[config.mk]
export PLATFORM = sky130hd
export DESIGN_NAME = ptch_cmd
export DESIGN_NICKNAME = d
export VERILOG_FILES = /design/src/shared/ptch_pkg.sv /design/src/hw/ptch_cmd.sv /design/src/hw/ptch_sticky.sv
export VERILOG_INCLUDE_DIRS = /design/src /design/src/shared
export SDC_FILE = /design/constraint.sdc
export NUM_CORES = 1
export LEC_CHECK = 0
export BUFFER_PORTS_ARGS = -buffer_cell sky130_fd_sc_hd__buf_2
export CAP_MARGIN = 5
export CORE_MARGIN = 1
export CORE_UTILIZATION = 55
export CTS_CLUSTER_DIAMETER = 30
export DETAILED_ROUTE_END_ITERATION = 8
export PLACE_DENSITY_LB_ADDON = 0.2
export SETUP_SLACK_MARGIN = 0.3
export SLEW_MARGIN = 10
export SYNTH_ARGS = -nofsm -noshare
export SYNTH_HDL_FRONTEND = slang
export SYNTH_SLANG_ARGS = --single-unit
[constraint.sdc]
create_clock -name clock -period 5.6 [get_ports clock]
set_input_delay 0.28 -clock clock [delete_from_list [all_inputs] [get_ports clock]]
set_output_delay 0.28 -clock clock [all_outputs]
set_load 0.02 [all_outputs]
[src/shared/ptch_map.svh]
`ifndef PTCH_MAP_SVH
`define PTCH_MAP_SVH

// ****************************************************************
// Register byte offsets
// ****************************************************************
`define PTCH_OFF_CFG    8'h00
`define PTCH_OFF_STAT   8'h04
`define PTCH_OFF_MASK   8'h08
`define PTCH_OFF_TAG    8'h0C
`define PTCH_OFF_CLOCK  8'h10
`define PTCH_OFF_STATE  8'h14

// ****************************************************************
// Configuration fields
// ****************************************************************
`define PTCH_CFG_VOCAB  0
`define PTCH_CFG_MSG    1
`define PTCH_CFG_LAST   15:8
`define PTCH_CFG_CTRL   23:16
`define PTCH_CFG_RST    32'h00FF_FF00

// ****************************************************************
// Status bits, shared by the mask register
// ****************************************************************
`define PTCH_ST_DONE    0
`define PTCH_ST_PARAM   1
`define PTCH_ST_INVAL   2
`define PTCH_ST_W       3

// ****************************************************************
// Opcodes and parameter byte counts
// ****************************************************************
`define PTCH_OP_STOP    8'h00
`define PTCH_OP_SENT    8'h1E
`define PTCH_OP_WEEK    8'h0F
`define PTCH_OP_LABEL   8'h05
`define PTCH_OP_WORD    8'h07
`define PTCH_N_SENT     2'h3
`define PTCH_N_WEEK     2'h2
`define PTCH_N_LABEL    2'h2
`define PTCH_N_WORD     2'h1

// ****************************************************************
// Week clock word fields and limits
// ****************************************************************
`define PTCH_WK_DAY     2:0
`define PTCH_WK_HOUR    7:3
`define PTCH_WK_MIN     13:8
`define PTCH_WK_TOP     15:14
`define PTCH_DAY_MIN    3'h1
`define PTCH_DAY_MAX    3'h7
`define PTCH_HOUR_MAX   5'h17
`define PTCH_MIN_MAX    6'h3B
`define PTCH_TOP_VAL    2'h3

// ****************************************************************
// Bus responses
// ****************************************************************
`define PTCH_RESP_OK    2'h0
`define PTCH_RESP_ERR   2'h2

`endif

[src/shared/ptch_pkg.sv]
`default_nettype none

package ptch_pkg;

  // Command interpreter states.
  typedef enum logic [1:0]
  {
    st_idle,
    st_args,
    st_play
  } ptch_state_t;

endpackage

`default_nettype wire

[src/hw/ptch_cmd.sv]
// Implementation choices: the AXI4-Lite interface to the registers and the register offsets.
`timescale 1ns/1ns
`default_nettype none
`include "ptch_map.svh"

// Operation
// Sentence opcode takes index plus two-byte argument.
// Sentence end sets done flag and request.
// No vocabulary: play commands report invalid state.
// Week opcode loads clock from two bytes.
// Low bits weekday 1-7, next hour 0-23.
// Host puts minute above hour, top ones.
// Bad week field sets bad argument error.
// Label opcode writes current message tag.
// Label write only clears zero bits.
// No message: invalid state, tag unchanged.
// Host reads, modifies, then writes the tag.
// Word opcode takes one-byte word index.
// Word end sets done flag and request.
// Bad or control word index: argument error.
// Stop opcode ends playback, back to idle.
// Every received byte is echoed in order.
// Rejected command: error only, no action.
module ptch_cmd
  import ptch_pkg::*;
(
  input  wire logic        clock,
  input  wire logic        rstn,
  input  wire logic        s_axi_awvalid,
  output var  logic        s_axi_awready,
  input  wire logic [7:0]  s_axi_awaddr,
  input  wire logic        s_axi_wvalid,
  output var  logic        s_axi_wready,
  input  wire logic [31:0] s_axi_wdata,
  input  wire logic [3:0]  s_axi_wstrb,
  output var  logic        s_axi_bvalid,
  input  wire logic        s_axi_bready,
  output var  logic [1:0]  s_axi_bresp,
  input  wire logic        s_axi_arvalid,
  output var  logic        s_axi_arready,
  input  wire logic [7:0]  s_axi_araddr,
  output var  logic        s_axi_rvalid,
  input  wire logic        s_axi_rready,
  output var  logic [31:0] s_axi_rdata,
  output var  logic [1:0]  s_axi_rresp,
  input  wire logic        rx_valid,
  input  wire logic [7:0]  rx_data,
  output var  logic        tx_valid,
  output var  logic [7:0]  tx_data,
  output var  logic        play_start,
  output var  logic        play_sentence,
  output var  logic [7:0]  play_index,
  output var  logic [15:0] play_arg,
  output var  logic        play_stop,
  input  wire logic        play_done,
  output var  logic        host_attention_request,
  output var  logic        irq
);

  // ****************************************************************
  // Declarations
  // ****************************************************************
  ptch_state_t         state_r;     // Interpreter state.
  logic [1:0]          cnt_r;       // Parameter bytes still due.
  logic [7:0]          op_r;        // Opcode being collected.
  logic [7:0]          p0_r;        // Previous parameter byte.
  logic [7:0]          p1_r;        // Parameter byte before p0_r.
  logic [31:0]         cfg_r;       // Vocabulary and message setup.
  logic [`PTCH_ST_W-1:0] mask_r;    // Interrupt mask.
  logic [`PTCH_ST_W-1:0] stat;      // Sticky status bits.
  logic [`PTCH_ST_W-1:0] st_set;    // Status set pulses.
  logic [`PTCH_ST_W-1:0] st_clr;    // Status clear pulses.
  logic [15:0]         tag_r;       // Current message tag.
  logic [15:0]         clock_r;     // Week clock word.
  logic                aw_hold_r;   // Write address captured.
  logic [7:0]          aw_addr_r;   // Captured write address.
  logic                w_hold_r;    // Write data captured.
  logic [31:0]         w_data_r;    // Captured write data.
  logic [3:0]          w_strb_r;    // Captured byte strobes.
  logic                wr_go;       // Register write happens now.
  logic                last;        // Final parameter byte arrives.
  logic                is_sent;     // Opcode decodes.
  logic                is_word;
  logic                is_week;
  logic                is_label;
  logic [15:0]         word16;      // Two-byte parameter, high first.
  logic                vocab;       // A vocabulary is selected.
  logic                msg;         // A current message exists.
  logic                week_ok;     // Week word is in range.
  logic                word_ok;     // Word index names a word.
  logic                start;       // Playback begins.
  logic                stop_hit;    // Stop opcode during playback.

  // ****************************************************************
  // Command decode
  // ****************************************************************
  assign last     = rx_valid && state_r == st_args && cnt_r == 2'h1;
  assign is_sent  = op_r == `PTCH_OP_SENT;
  assign is_word  = op_r == `PTCH_OP_WORD;
  assign is_week  = op_r == `PTCH_OP_WEEK;
  assign is_label = op_r == `PTCH_OP_LABEL;
  assign word16   = {p0_r, rx_data};
  assign vocab    = cfg_r[`PTCH_CFG_VOCAB];
  assign msg      = cfg_r[`PTCH_CFG_MSG];
  assign stop_hit = rx_valid && state_r == st_play
                    && rx_data == `PTCH_OP_STOP;

  // Range checks on the week word fields.
  assign week_ok = word16[`PTCH_WK_DAY] >= `PTCH_DAY_MIN
                && word16[`PTCH_WK_DAY] <= `PTCH_DAY_MAX
                && word16[`PTCH_WK_HOUR] <= `PTCH_HOUR_MAX
                && word16[`PTCH_WK_MIN] <= `PTCH_MIN_MAX
                && word16[`PTCH_WK_TOP] == `PTCH_TOP_VAL;

  // Control and option codes sit at or above the configured base.
  assign word_ok = rx_data <= cfg_r[`PTCH_CFG_LAST]
                && rx_data < cfg_r[`PTCH_CFG_CTRL];

  // Playback starts only for a fully valid command.
  assign start = last && vocab && (is_sent || (is_word && word_ok));

  // Events that set the sticky status bits.
  always_comb
  begin
    st_set = '0;
    st_set[`PTCH_ST_DONE]  = play_done && state_r == st_play
                             && !stop_hit;
    st_set[`PTCH_ST_PARAM] = last && ((is_week && !week_ok)
                             || (is_word && vocab && !word_ok));
    st_set[`PTCH_ST_INVAL] = last && (((is_sent || is_word) && !vocab)
                             || (is_label && !msg));
  end

  // ****************************************************************
  // Interpreter state machine
  // ****************************************************************
  // Collects opcode and parameters, then runs or rejects the command.
  always_ff @(posedge clock or negedge rstn)
  begin
    if (!rstn)
    begin
      state_r <= st_idle;
      cnt_r   <= '0;
      op_r    <= '0;
      p0_r    <= '0;
      p1_r    <= '0;
    end
    else
    begin
      unique case (state_r)
        st_idle:
        begin
          if (rx_valid)
          begin
            op_r    <= rx_data;
            state_r <= st_args;
            // Unknown opcodes and a stop while idle are only echoed.
            unique case (rx_data)
              `PTCH_OP_SENT:  cnt_r <= `PTCH_N_SENT;
              `PTCH_OP_WORD:  cnt_r <= `PTCH_N_WORD;
              `PTCH_OP_WEEK:  cnt_r <= `PTCH_N_WEEK;
              `PTCH_OP_LABEL: cnt_r <= `PTCH_N_LABEL;
              default:        state_r <= st_idle;
            endcase
          end
        end
        st_args:
        begin
          if (rx_valid)
          begin
            cnt_r <= cnt_r - 2'h1;
            // Shift bytes in so p0 always holds the one before last.
            p0_r  <= rx_data;
            p1_r  <= p0_r;
            if (cnt_r == 2'h1)
            begin
              state_r <= start ? st_play : st_idle;
            end
          end
        end
        st_play:
        begin
          // A stop or the end of playback returns to idle.
          if (stop_hit || play_done)
          begin
            state_r <= st_idle;
          end
        end
      endcase
    end
  end

  // ****************************************************************
  // Playback control
  // ****************************************************************
  // Launches the playback engine and forwards a stop.
  always_ff @(posedge clock or negedge rstn)
  begin
    if (!rstn)
    begin
      play_start    <= 1'b0;
      play_stop     <= 1'b0;
      play_sentence <= 1'b0;
      play_index    <= '0;
      play_arg      <= '0;
    end
    else
    begin
      play_start <= start;
      play_stop  <= stop_hit;
      if (start)
      begin
        play_sentence <= is_sent;
        // Sentence: index came first, argument is the last two bytes.
        play_index    <= is_sent ? p1_r : rx_data;
        play_arg      <= is_sent ? word16 : 16'h0000;
      end
    end
  end

  // ****************************************************************
  // Week clock and message tag
  // ****************************************************************
  // Loads the week clock only from a valid word.
  always_ff @(posedge clock or negedge rstn)
  begin
    if (!rstn)
    begin
      clock_r <= '0;
    end
    else if (last && is_week && week_ok)
    begin
      clock_r <= word16;
    end
  end

  // Software sets tag bits on message creation; commands only clear.
  always_ff @(posedge clock or negedge rstn)
  begin
    if (!rstn)
    begin
      tag_r <= '0;
    end
    else if (last && is_label && msg)
    begin
      tag_r <= tag_r & word16;
    end
    else if (wr_go && aw_addr_r == `PTCH_OFF_TAG)
    begin
      if (w_strb_r[0])
        tag_r[7:0] <= w_data_r[7:0];
      if (w_strb_r[1])
        tag_r[15:8] <= w_data_r[15:8];
    end
  end

  // ****************************************************************
  // Byte echo
  // ****************************************************************
  // Every received byte goes back one cycle later, in order.
  always_ff @(posedge clock or negedge rstn)
  begin
    if (!rstn)
    begin
      tx_valid <= 1'b0;
      tx_data  <= '0;
    end
    else
    begin
      tx_valid <= rx_valid;
      tx_data  <= rx_data;
    end
  end

  // ****************************************************************
  // Status, mask and interrupt
  // ****************************************************************
  assign st_clr = (wr_go && aw_addr_r == `PTCH_OFF_STAT && w_strb_r[0])
                  ? w_data_r[`PTCH_ST_W-1:0] : '0;

  genvar gi;
  generate
    for (gi = 0; gi < `PTCH_ST_W; gi++)
    begin : g_stat
      ptch_sticky u_bit
      (
        .clock (clock),
        .rstn  (rstn),
        .set   (st_set[gi]),
        .clr   (st_clr[gi]),
        .q     (stat[gi])
      );
    end
  endgenerate

  assign host_attention_request = stat[`PTCH_ST_DONE];
  assign irq = |(stat & mask_r);

  // ****************************************************************
  // AXI4-Lite write path
  // ****************************************************************
  assign s_axi_awready = !aw_hold_r && !s_axi_bvalid;
  assign s_axi_wready  = !w_hold_r && !s_axi_bvalid;
  assign wr_go         = aw_hold_r && w_hold_r && !s_axi_bvalid;

  // Captures address and data in either order, then answers.
  always_ff @(posedge clock or negedge rstn)
  begin
    if (!rstn)
    begin
      aw_hold_r    <= 1'b0;
      aw_addr_r    <= '0;
      w_hold_r     <= 1'b0;
      w_data_r     <= '0;
      w_strb_r     <= '0;
      s_axi_bvalid <= 1'b0;
      s_axi_bresp  <= `PTCH_RESP_OK;
    end
    else
    begin
      if (s_axi_awvalid && s_axi_awready)
      begin
        aw_hold_r <= 1'b1;
        aw_addr_r <= s_axi_awaddr;
      end
      if (s_axi_wvalid && s_axi_wready)
      begin
        w_hold_r <= 1'b1;
        w_data_r <= s_axi_wdata;
        w_strb_r <= s_axi_wstrb;
      end
      if (wr_go)
      begin
        aw_hold_r    <= 1'b0;
        w_hold_r     <= 1'b0;
        s_axi_bvalid <= 1'b1;
        s_axi_bresp  <= (aw_addr_r <= `PTCH_OFF_STATE
                         && aw_addr_r[1:0] == 2'h0)
                        ? `PTCH_RESP_OK : `PTCH_RESP_ERR;
      end
      else if (s_axi_bready)
      begin
        s_axi_bvalid <= 1'b0;
      end
    end
  end

  // Writable configuration and mask registers.
  always_ff @(posedge clock or negedge rstn)
  begin
    if (!rstn)
    begin
      cfg_r  <= `PTCH_CFG_RST;
      mask_r <= '0;
    end
    else if (wr_go)
    begin
      for (int b = 0; b < 4; b++)
        if (w_strb_r[b] && aw_addr_r == `PTCH_OFF_CFG)
          cfg_r[8*b +: 8] <= w_data_r[8*b +: 8];
      if (w_strb_r[0] && aw_addr_r == `PTCH_OFF_MASK)
        mask_r <= w_data_r[`PTCH_ST_W-1:0];
    end
  end

  // ****************************************************************
  // AXI4-Lite read path
  // ****************************************************************
  assign s_axi_arready = !s_axi_rvalid;

  // Answers one cycle after the address is taken.
  always_ff @(posedge clock or negedge rstn)
  begin
    if (!rstn)
    begin
      s_axi_rvalid <= 1'b0;
      s_axi_rdata  <= '0;
      s_axi_rresp  <= `PTCH_RESP_OK;
    end
    else if (s_axi_arvalid && s_axi_arready)
    begin
      s_axi_rvalid <= 1'b1;
      s_axi_rresp  <= `PTCH_RESP_OK;
      unique case (s_axi_araddr)
        `PTCH_OFF_CFG:   s_axi_rdata <= cfg_r;
        `PTCH_OFF_STAT:  s_axi_rdata <= {29'h0, stat};
        `PTCH_OFF_MASK:  s_axi_rdata <= {29'h0, mask_r};
        `PTCH_OFF_TAG:   s_axi_rdata <= {16'h0, tag_r};
        `PTCH_OFF_CLOCK: s_axi_rdata <= {16'h0, clock_r};
        `PTCH_OFF_STATE: s_axi_rdata <= {30'h0, state_r};
        default:
        begin
          s_axi_rdata <= '0;
          s_axi_rresp <= `PTCH_RESP_ERR;
        end
      endcase
    end
    else if (s_axi_rready)
    begin
      s_axi_rvalid <= 1'b0;
    end
  end

  // ****************************************************************
  // Assertions
  // ****************************************************************
  property p_done;
    @(posedge clock) disable iff (!rstn)
    (state_r == st_play && play_done && !stop_hit)
    |=> host_attention_request && state_r == st_idle;
  endproperty
  a_done: assert property (p_done) else $error("done not flagged");

  property p_inval;
    @(posedge clock) disable iff (!rstn)
    (last && (is_sent || is_word) && !vocab)
    |=> stat[`PTCH_ST_INVAL] && !play_start;
  endproperty
  a_inval: assert property (p_inval) else $error("no invalid error");

  property p_week;
    @(posedge clock) disable iff (!rstn)
    (last && is_week && week_ok) |=> clock_r == $past(word16);
  endproperty
  a_week: assert property (p_week) else $error("clock not loaded");

  property p_badweek;
    @(posedge clock) disable iff (!rstn)
    (last && is_week && !week_ok)
    |=> stat[`PTCH_ST_PARAM] && $stable(clock_r);
  endproperty
  a_badweek: assert property (p_badweek) else $error("bad week kept");

  property p_label;
    @(posedge clock) disable iff (!rstn)
    (last && is_label && msg) |=> tag_r == ($past(tag_r) & $past(word16));
  endproperty
  a_label: assert property (p_label) else $error("tag not cleared");

  property p_nomsg;
    @(posedge clock) disable iff (!rstn)
    (last && is_label && !msg && !wr_go)
    |=> stat[`PTCH_ST_INVAL] && $stable(tag_r);
  endproperty
  a_nomsg: assert property (p_nomsg) else $error("tag changed");

  property p_badword;
    @(posedge clock) disable iff (!rstn)
    (last && is_word && vocab && !word_ok)
    |=> stat[`PTCH_ST_PARAM] && !play_start && state_r == st_idle;
  endproperty
  a_badword: assert property (p_badword) else $error("bad word ran");

  property p_stop;
    @(posedge clock) disable iff (!rstn)
    stop_hit |=> play_stop && state_r == st_idle ##1 !play_stop;
  endproperty
  a_stop: assert property (p_stop) else $error("stop ignored");

  property p_echo;
    @(posedge clock) disable iff (!rstn)
    rx_valid |=> tx_valid && tx_data == $past(rx_data);
  endproperty
  a_echo: assert property (p_echo) else $error("echo lost");

  c_play: cover property (@(posedge clock) disable iff (!rstn)
    play_start ##[1:20] host_attention_request);
  c_week: cover property (@(posedge clock) disable iff (!rstn)
    last && is_week && week_ok);
  c_stop: cover property (@(posedge clock) disable iff (!rstn) stop_hit);

endmodule

`default_nettype wire

[src/hw/ptch_sticky.sv]
`timescale 1ns/1ns
`default_nettype none

// Sticky event bit; a set in the same cycle as a clear wins.
module ptch_sticky
(
  input  wire logic clock,
  input  wire logic rstn,
  input  wire logic set,
  input  wire logic clr,
  output var  logic q
);

  // Holds the flag until software writes a one to clear it.
  always_ff @(posedge clock or negedge rstn)
  begin
    if (!rstn)
    begin
      q <= 1'b0;
    end
    else if (set)
    begin
      q <= 1'b1;
    end
    else if (clr)
    begin
      q <= 1'b0;
    end
  end

endmodule

`default_nettype wire

; ---- Word-level counts from Yosys, hierarchy flattened
; Cells that the tools add are included.
[op_classes]
eq_ne = 25
bitwise = 2
reduce_logical = 86
n_addsub = 1
n_lt_le_gt_ge = 7
muxes = 35
[op_table]
columns = op, n
row1 = case mux 32 bit (6 select lines), 1
row2 = "equality test 8 x 3 -> 1 bit, second input constant", 6
row3 = "equality test 8 x 4 -> 1 bit, second input constant", 6
row4 = two-way mux 16 bit, 3
row5 = logical AND 1 bit, 41
row6 = "equality test 8 x 5 -> 1 bit, second input constant", 4
row7 = zero test 8 bit, 3
row8 = two-way mux 8 bit, 3
row9 = nonzero test 2 bit, 11
row10 = two-way mux 2 bit, 9
row11 = AND reduction 2 bit, 9
row12 = bitwise AND 16 bit, 1
row13 = two-way mux 1 bit, 15
row14 = case mux 2 bit (3 select lines), 2
row15 = zero test 1 bit, 9
row16 = "less-or-equal comparator 8 x 5 -> 1 bit, second input constant", 1
row17 = less-or-equal comparator 8 bit, 1
row18 = less-than comparator 8 bit, 1
row19 = AND reduction 4 bit, 2
row20 = "less-or-equal comparator 6 bit, second input constant", 1
row21 = OR reduction 6 bit, 1
row22 = "less-or-equal comparator 5 bit, second input constant", 1
row23 = logical OR 1 bit, 5
row24 = "equality test 2 x 1 -> 1 bit, second input constant", 2
row25 = other kinds (14), 18
[word_totals]
out_inout_bits = 79
regBits = 218

; ---- Depth between registers and ports, before layout
[depth]
word_depth = 10
ltp_mapped = 10
depth_no_buf = 8

; ---- Cells and area by module
; A second synthesis with hierarchy kept.
[unflattened]
hier_cells = 778
hier_area_um2 = 9384.0
[by_module_without_submodules]
columns = mod, area_each_um2, cells_each, n_inst
row1 = ptch_cmd, 9275.1, 769, 1
row2 = ptch_sticky, 36.3, 3, 3

; ---- Worst setup path after synthesis
; Ideal clock, no wire load.
[synth_path]
path_kind = register to register
from = register cfg_r[9]
to = register play_index[0]
t_arrival_ps = 2372
n_path_buf = 1
setup_ps = 125
period_less_slack_ps = 2497
path_stages_with_launch = 10
setup_slack_ps = 3103
required_time_ps = 5475
cell_sequence = dfstp_2 > inv_1 > ha_1 > nor2b_1 > o211ai_1 > a211oi_1 > or4_1 > clkbuf_1 > nand2_2 > mux2_2
[synth_via]
elab_chain_cells = 5
[synth_lines]
columns = item, line_no
row1 = from (decl), ptch_cmd.sv:68  ; logic [31:0] cfg_r;
row2 = from (signal assigned), ptch_cmd.sv:353  ; cfg_r <= `PTCH_CFG_RST;
row3 = "from (signal, indexed assignment)", ptch_cmd.sv:360  ; cfg_r[8*b +: 8] <= w_data_r[8*b +: 8];
row4 = less-or-equal comparator 8 bit, ptch_cmd.sv:116  ; assign word_ok = rx_data <= cfg_r[`PTCH_CFG_LAST]
row5 = logical AND 1 bit, ptch_cmd.sv:116
row6 = logical AND 1 bit, ptch_cmd.sv:120  ; assign start = last && vocab && (is_sent || (is_word && word_ok));
row7 = logical OR 1 bit, ptch_cmd.sv:120
row8 = logical AND 1 bit, ptch_cmd.sv:120
row9 = to (signal assigned), ptch_cmd.sv:215  ; play_index <= is_sent ? p1_r : rx_data;
row10 = to (decl), ptch_cmd.sv:52  ; output var logic [7:0] play_index,
; Every way passes these cells.
; A chain may end at the register's enable or synchronous reset.

; ---- Worst setup path in the final report
[layout_path]
from = register cfg_r[22]
to = register play_index[3]
[layout_via]
elab_chain_cells = 5
[layout_lines]
columns = item, line_no
row1 = less-than comparator 8 bit, ptch_cmd.sv:117  ; && rx_data < cfg_r[`PTCH_CFG_CTRL];
row2 = logical AND 1 bit, ptch_cmd.sv:116
row3 = logical AND 1 bit, ptch_cmd.sv:120
row4 = logical OR 1 bit, ptch_cmd.sv:120
row5 = logical AND 1 bit, ptch_cmd.sv:120
; Every way passes these cells.

==> flow_summary_export.csv <==
group,metric,value,unit
outcome,outcome,"finished, final reports clean",
sta,fin_hold_ws,0.0129,ns
finish,multi_input_area,3660,µm²
sta,fmax,325,MHz
finish,seq_area,5430,µm²
finish,layout-drive-gt1-share,37.8,%
die,fp-row-count,47,
setup_path,critPathArrivalTime,3.48,ns
setup_path,ff2ff_path_depth,8,
clock_network,insertion_delay,0.52,ns
clock_network,clkTransAtPathRegs,0.05,ns
global_routing,grt_max_degree,112,
setup_path,worst_r2r_startpoint,"cfg_r[22]",
yosys,synth_edf_count,0,
detailed_routing,ant_nets,0,
setup_path,critPathKind,"reg2reg",
clock_network,htree_levels,2,
global_routing,grt_overflow,0,
setup_path,worstSetupStartpoint,"cfg_r[22]",
clock_network,cts_root_buf,"clkbuf_16",
yosys,ys_seq_area_share,58.0,%
die,ios,148,
flow_run,max_cap_viol_count,0,
placement,port_buffers,145,
power_and_ir_drop,combPwrFrac,12.2,%
global_routing,grt_pass1_wl,38.3,mm
finish,antenna_cells,0,
sta,slew_headroom,29.3,%
setup_path,endpoint,"play_index[3]",
placement,dpl.hpwl,15.1,mm
yosys,netlist_area,9350,µm²
detailed_routing,drt_wl_total,23.4,mm
detailed_routing,post_drt_wl_per_cell,19.3,µm
power_and_ir_drop,seq_power_share,40.8,%
die,initial_core_util,56.4,%
sta,setup-tns-final,0,ns
power_and_ir_drop,power_density,432,nW/µm²
sta,tightestPinTransition,1.06,ns
sta,period_share,55.0,%
power_and_ir_drop,intPower,0.00381,W
clock_network,clkSinkCount,216,
yosys,yosys_warnings,0,
setup_path,cp_max_fo,17,
finish,layout_commonest_cell,"dfrtp_1",
power_and_ir_drop,vdd_drop_max,318,µV
yosys,async_flop_share,100,%
die,die-area,17500,µm²
setup_path,reg2reg_to,"play_index[3]",
die,die_w,132,µm
detailed_routing,drc,0,
placement,gp_congestion,0.841,
finish,layout_common_cells,"200 x dfrtp_1, 144 x buf_2, 131 x mux2_2, 99 x nand2_1, 41 x clkbuf_16",
detailed_routing,drtIter0Drc,427,
finish,final_core_util,72.1,%
power_and_ir_drop,p_sw,0.00135,W
sta,setup_viol,0,
setup_path,end_kind,"flop",
power_and_ir_drop,p_clk_share,47.0,%
yosys,ys_types,56,
yosys,ys_ff_latch,216,
finish,fill_cells,1179,
setup_path,start_kind,"flop",
detailed_routing,dr.pass1.iters,5,
finish,area_delta_synth_final,27.9,%
detailed_routing,via_per_inst,5.71,
global_routing,track_usage,27.9,%
min_path,hp-class,"in2reg",
sta,fin_crit,3.08,ns
finish,final_nets,1050,
power_and_ir_drop,sw_frac_of_total,26.2,%
sta,slew_violations,0,
die,fp.dieH,132,µm
setup_path,crit_required,6.00,ns
sta,finClkSkew,0.0236,ns
yosys,ys_dominant_reg_cell,"dfrtp_1",
die,core,16600,µm²
global_routing,grt_pass1_vias,7197,
sta,grt_setup_unrepaired,"false",
yosys,synth_top_cell_area_share,53.5,%
sta,hold_viol_final,0,
clock_network,cts.path.max_buffers,3,
yosys,postSynthCellCount,775,
detailed_routing,vias,6938,
yosys,yosys-top-cells-area,"dfrtp_1 54%, mux2_2 16%, dfstp_2 4.5%",
power_and_ir_drop,power,0.00516,W
clock_network,cts_tree,"yes",
clock_network,cts_resized,0,
yosys,syn_avg_cell_area,12.1,µm²
setup_path,rrSetupSlack,2.52,ns
global_routing,antenna_found_initial,0,
power_and_ir_drop,p_leak,5.72,nW
yosys,synth_area_leader_cell,"dfrtp_1",
clock_network,cts_made_buffers,40,
==> flip-flops by register name (all words and copies together), names as in the netlist, 16 cells and up <==
signal,count
s_axi_rdata,32
play_arg,16
w_data_r,32
clock_r,16
cfg_r,32
tag_r,16
==> power groups by stage <==
stage | combinational (W) | clock (W) | sequential (W)
4_1_cts | 0.000631 | 0.00245 | 0.00210
2_1_floorplan | 0.000437 | 0 | 0.00202
3_5_place_dp | 0.000604 | 0 | 0.00212
3_3_place_gp | 0.000575 | 0 | 0.00210
5_1_grt | 0.000688 | 0.00253 | 0.00214
6_report | 0.000628 | 0.00243 | 0.00211
==> through the flow <==
step / cell area [µm²] / instances / setup WS [ns]
after detailed placement: 10200 / 1106 / 2.56
after global placement: 10200 / 1106 / 2.63
after global routing: 12000 / 1214 / 2.41
after floorplan: 9350 / 776 / 3.10
final: 12000 / 1214 / 2.52
after CTS: 12000 / 1214 / 2.54
==> metal layers <==
metal / up-vias / routed length (µm) / GRT usage, %
met1: 3475 / 9910 / 37.3
li1: 3134 / - / -
met2: 275 / 11200 / 44.1
met3: 54 / 1700 / 6.84
met5: - / 0 / 0
met4: 0 / 602 / 10.8
==> logic make-up after synthesis <==
family / after synthesis / share of synthesized area (%)
AO/OA/AOI/OAI: 122 / 8.95
AND/OR/NAND/NOR: 211 / 10.9
XOR/XNOR: 2 / 0.187
adder cells (fa/ha/maj): 19 / 2.54
multiplexers: 136 / 16.5
buffers and inverters: 68 / 2.92
other: 1 / 0.0401
flip-flops: 216 / 58.0
==> critical path, cell delays in order, from the launching register on <==
cell     delay (ns)
dfstp_2        0.54
inv_1          0.04
ha_1           0.28
a21o_1         0.18
a21oi_1        0.33
nand3_1        0.13
or4_1          0.74
nand2_2        0.33
mux2_2         0.39
==> cell type report <==
type,count,share of cell area [%]
Clock buffer,52,9.18
Clock inverter,22,2.30
Inverter,28,0.879
Multi-Input combinational cell,492,30.7
Sequential cell,216,45.4
Tap cell,220,2.30
Timing Repair Buffer,184,9.30
==> cells in the mapped netlist (all sizes together) (6+ instances only) <==
cell type and count:
dfrtp 200, mux2 131, nand2 103, a22o 34
clkbuf 32, o21ai 30, inv 28, nor2 26
nand3 24, a21oi 22, ha 19, dfstp 16
a22oi 13, nand4 9, buf 8, nor3 8
nor2b 6
==> timing repair <==
action	in CTS	in global routing
hold buffers	34	0
endpoints found under the setup margin	0	0
setup buffers	0	0
hold endpoints to repair	133	0
==> how the worst min path moves through the flow <==
stage / startpoint / endpoint / slack, ns / depth (start not counted)
finish: s_axi_wdata[11] / w_data_r[11] / 0.01 / 2
floorplan: rstn / aw_addr_r[0] / -0.02 / 0
CTS: s_axi_wdata[2] / w_data_r[2] / 0.0009 / 2
detailed placement: rstn / tx_valid / 0.45 / 1
global route: s_axi_wdata[25] / w_data_r[25] / 0.005 / 2
global placement: rstn / tx_valid / 0.43 / 1
No activity file was read; power rests on OpenSTA's default activity.
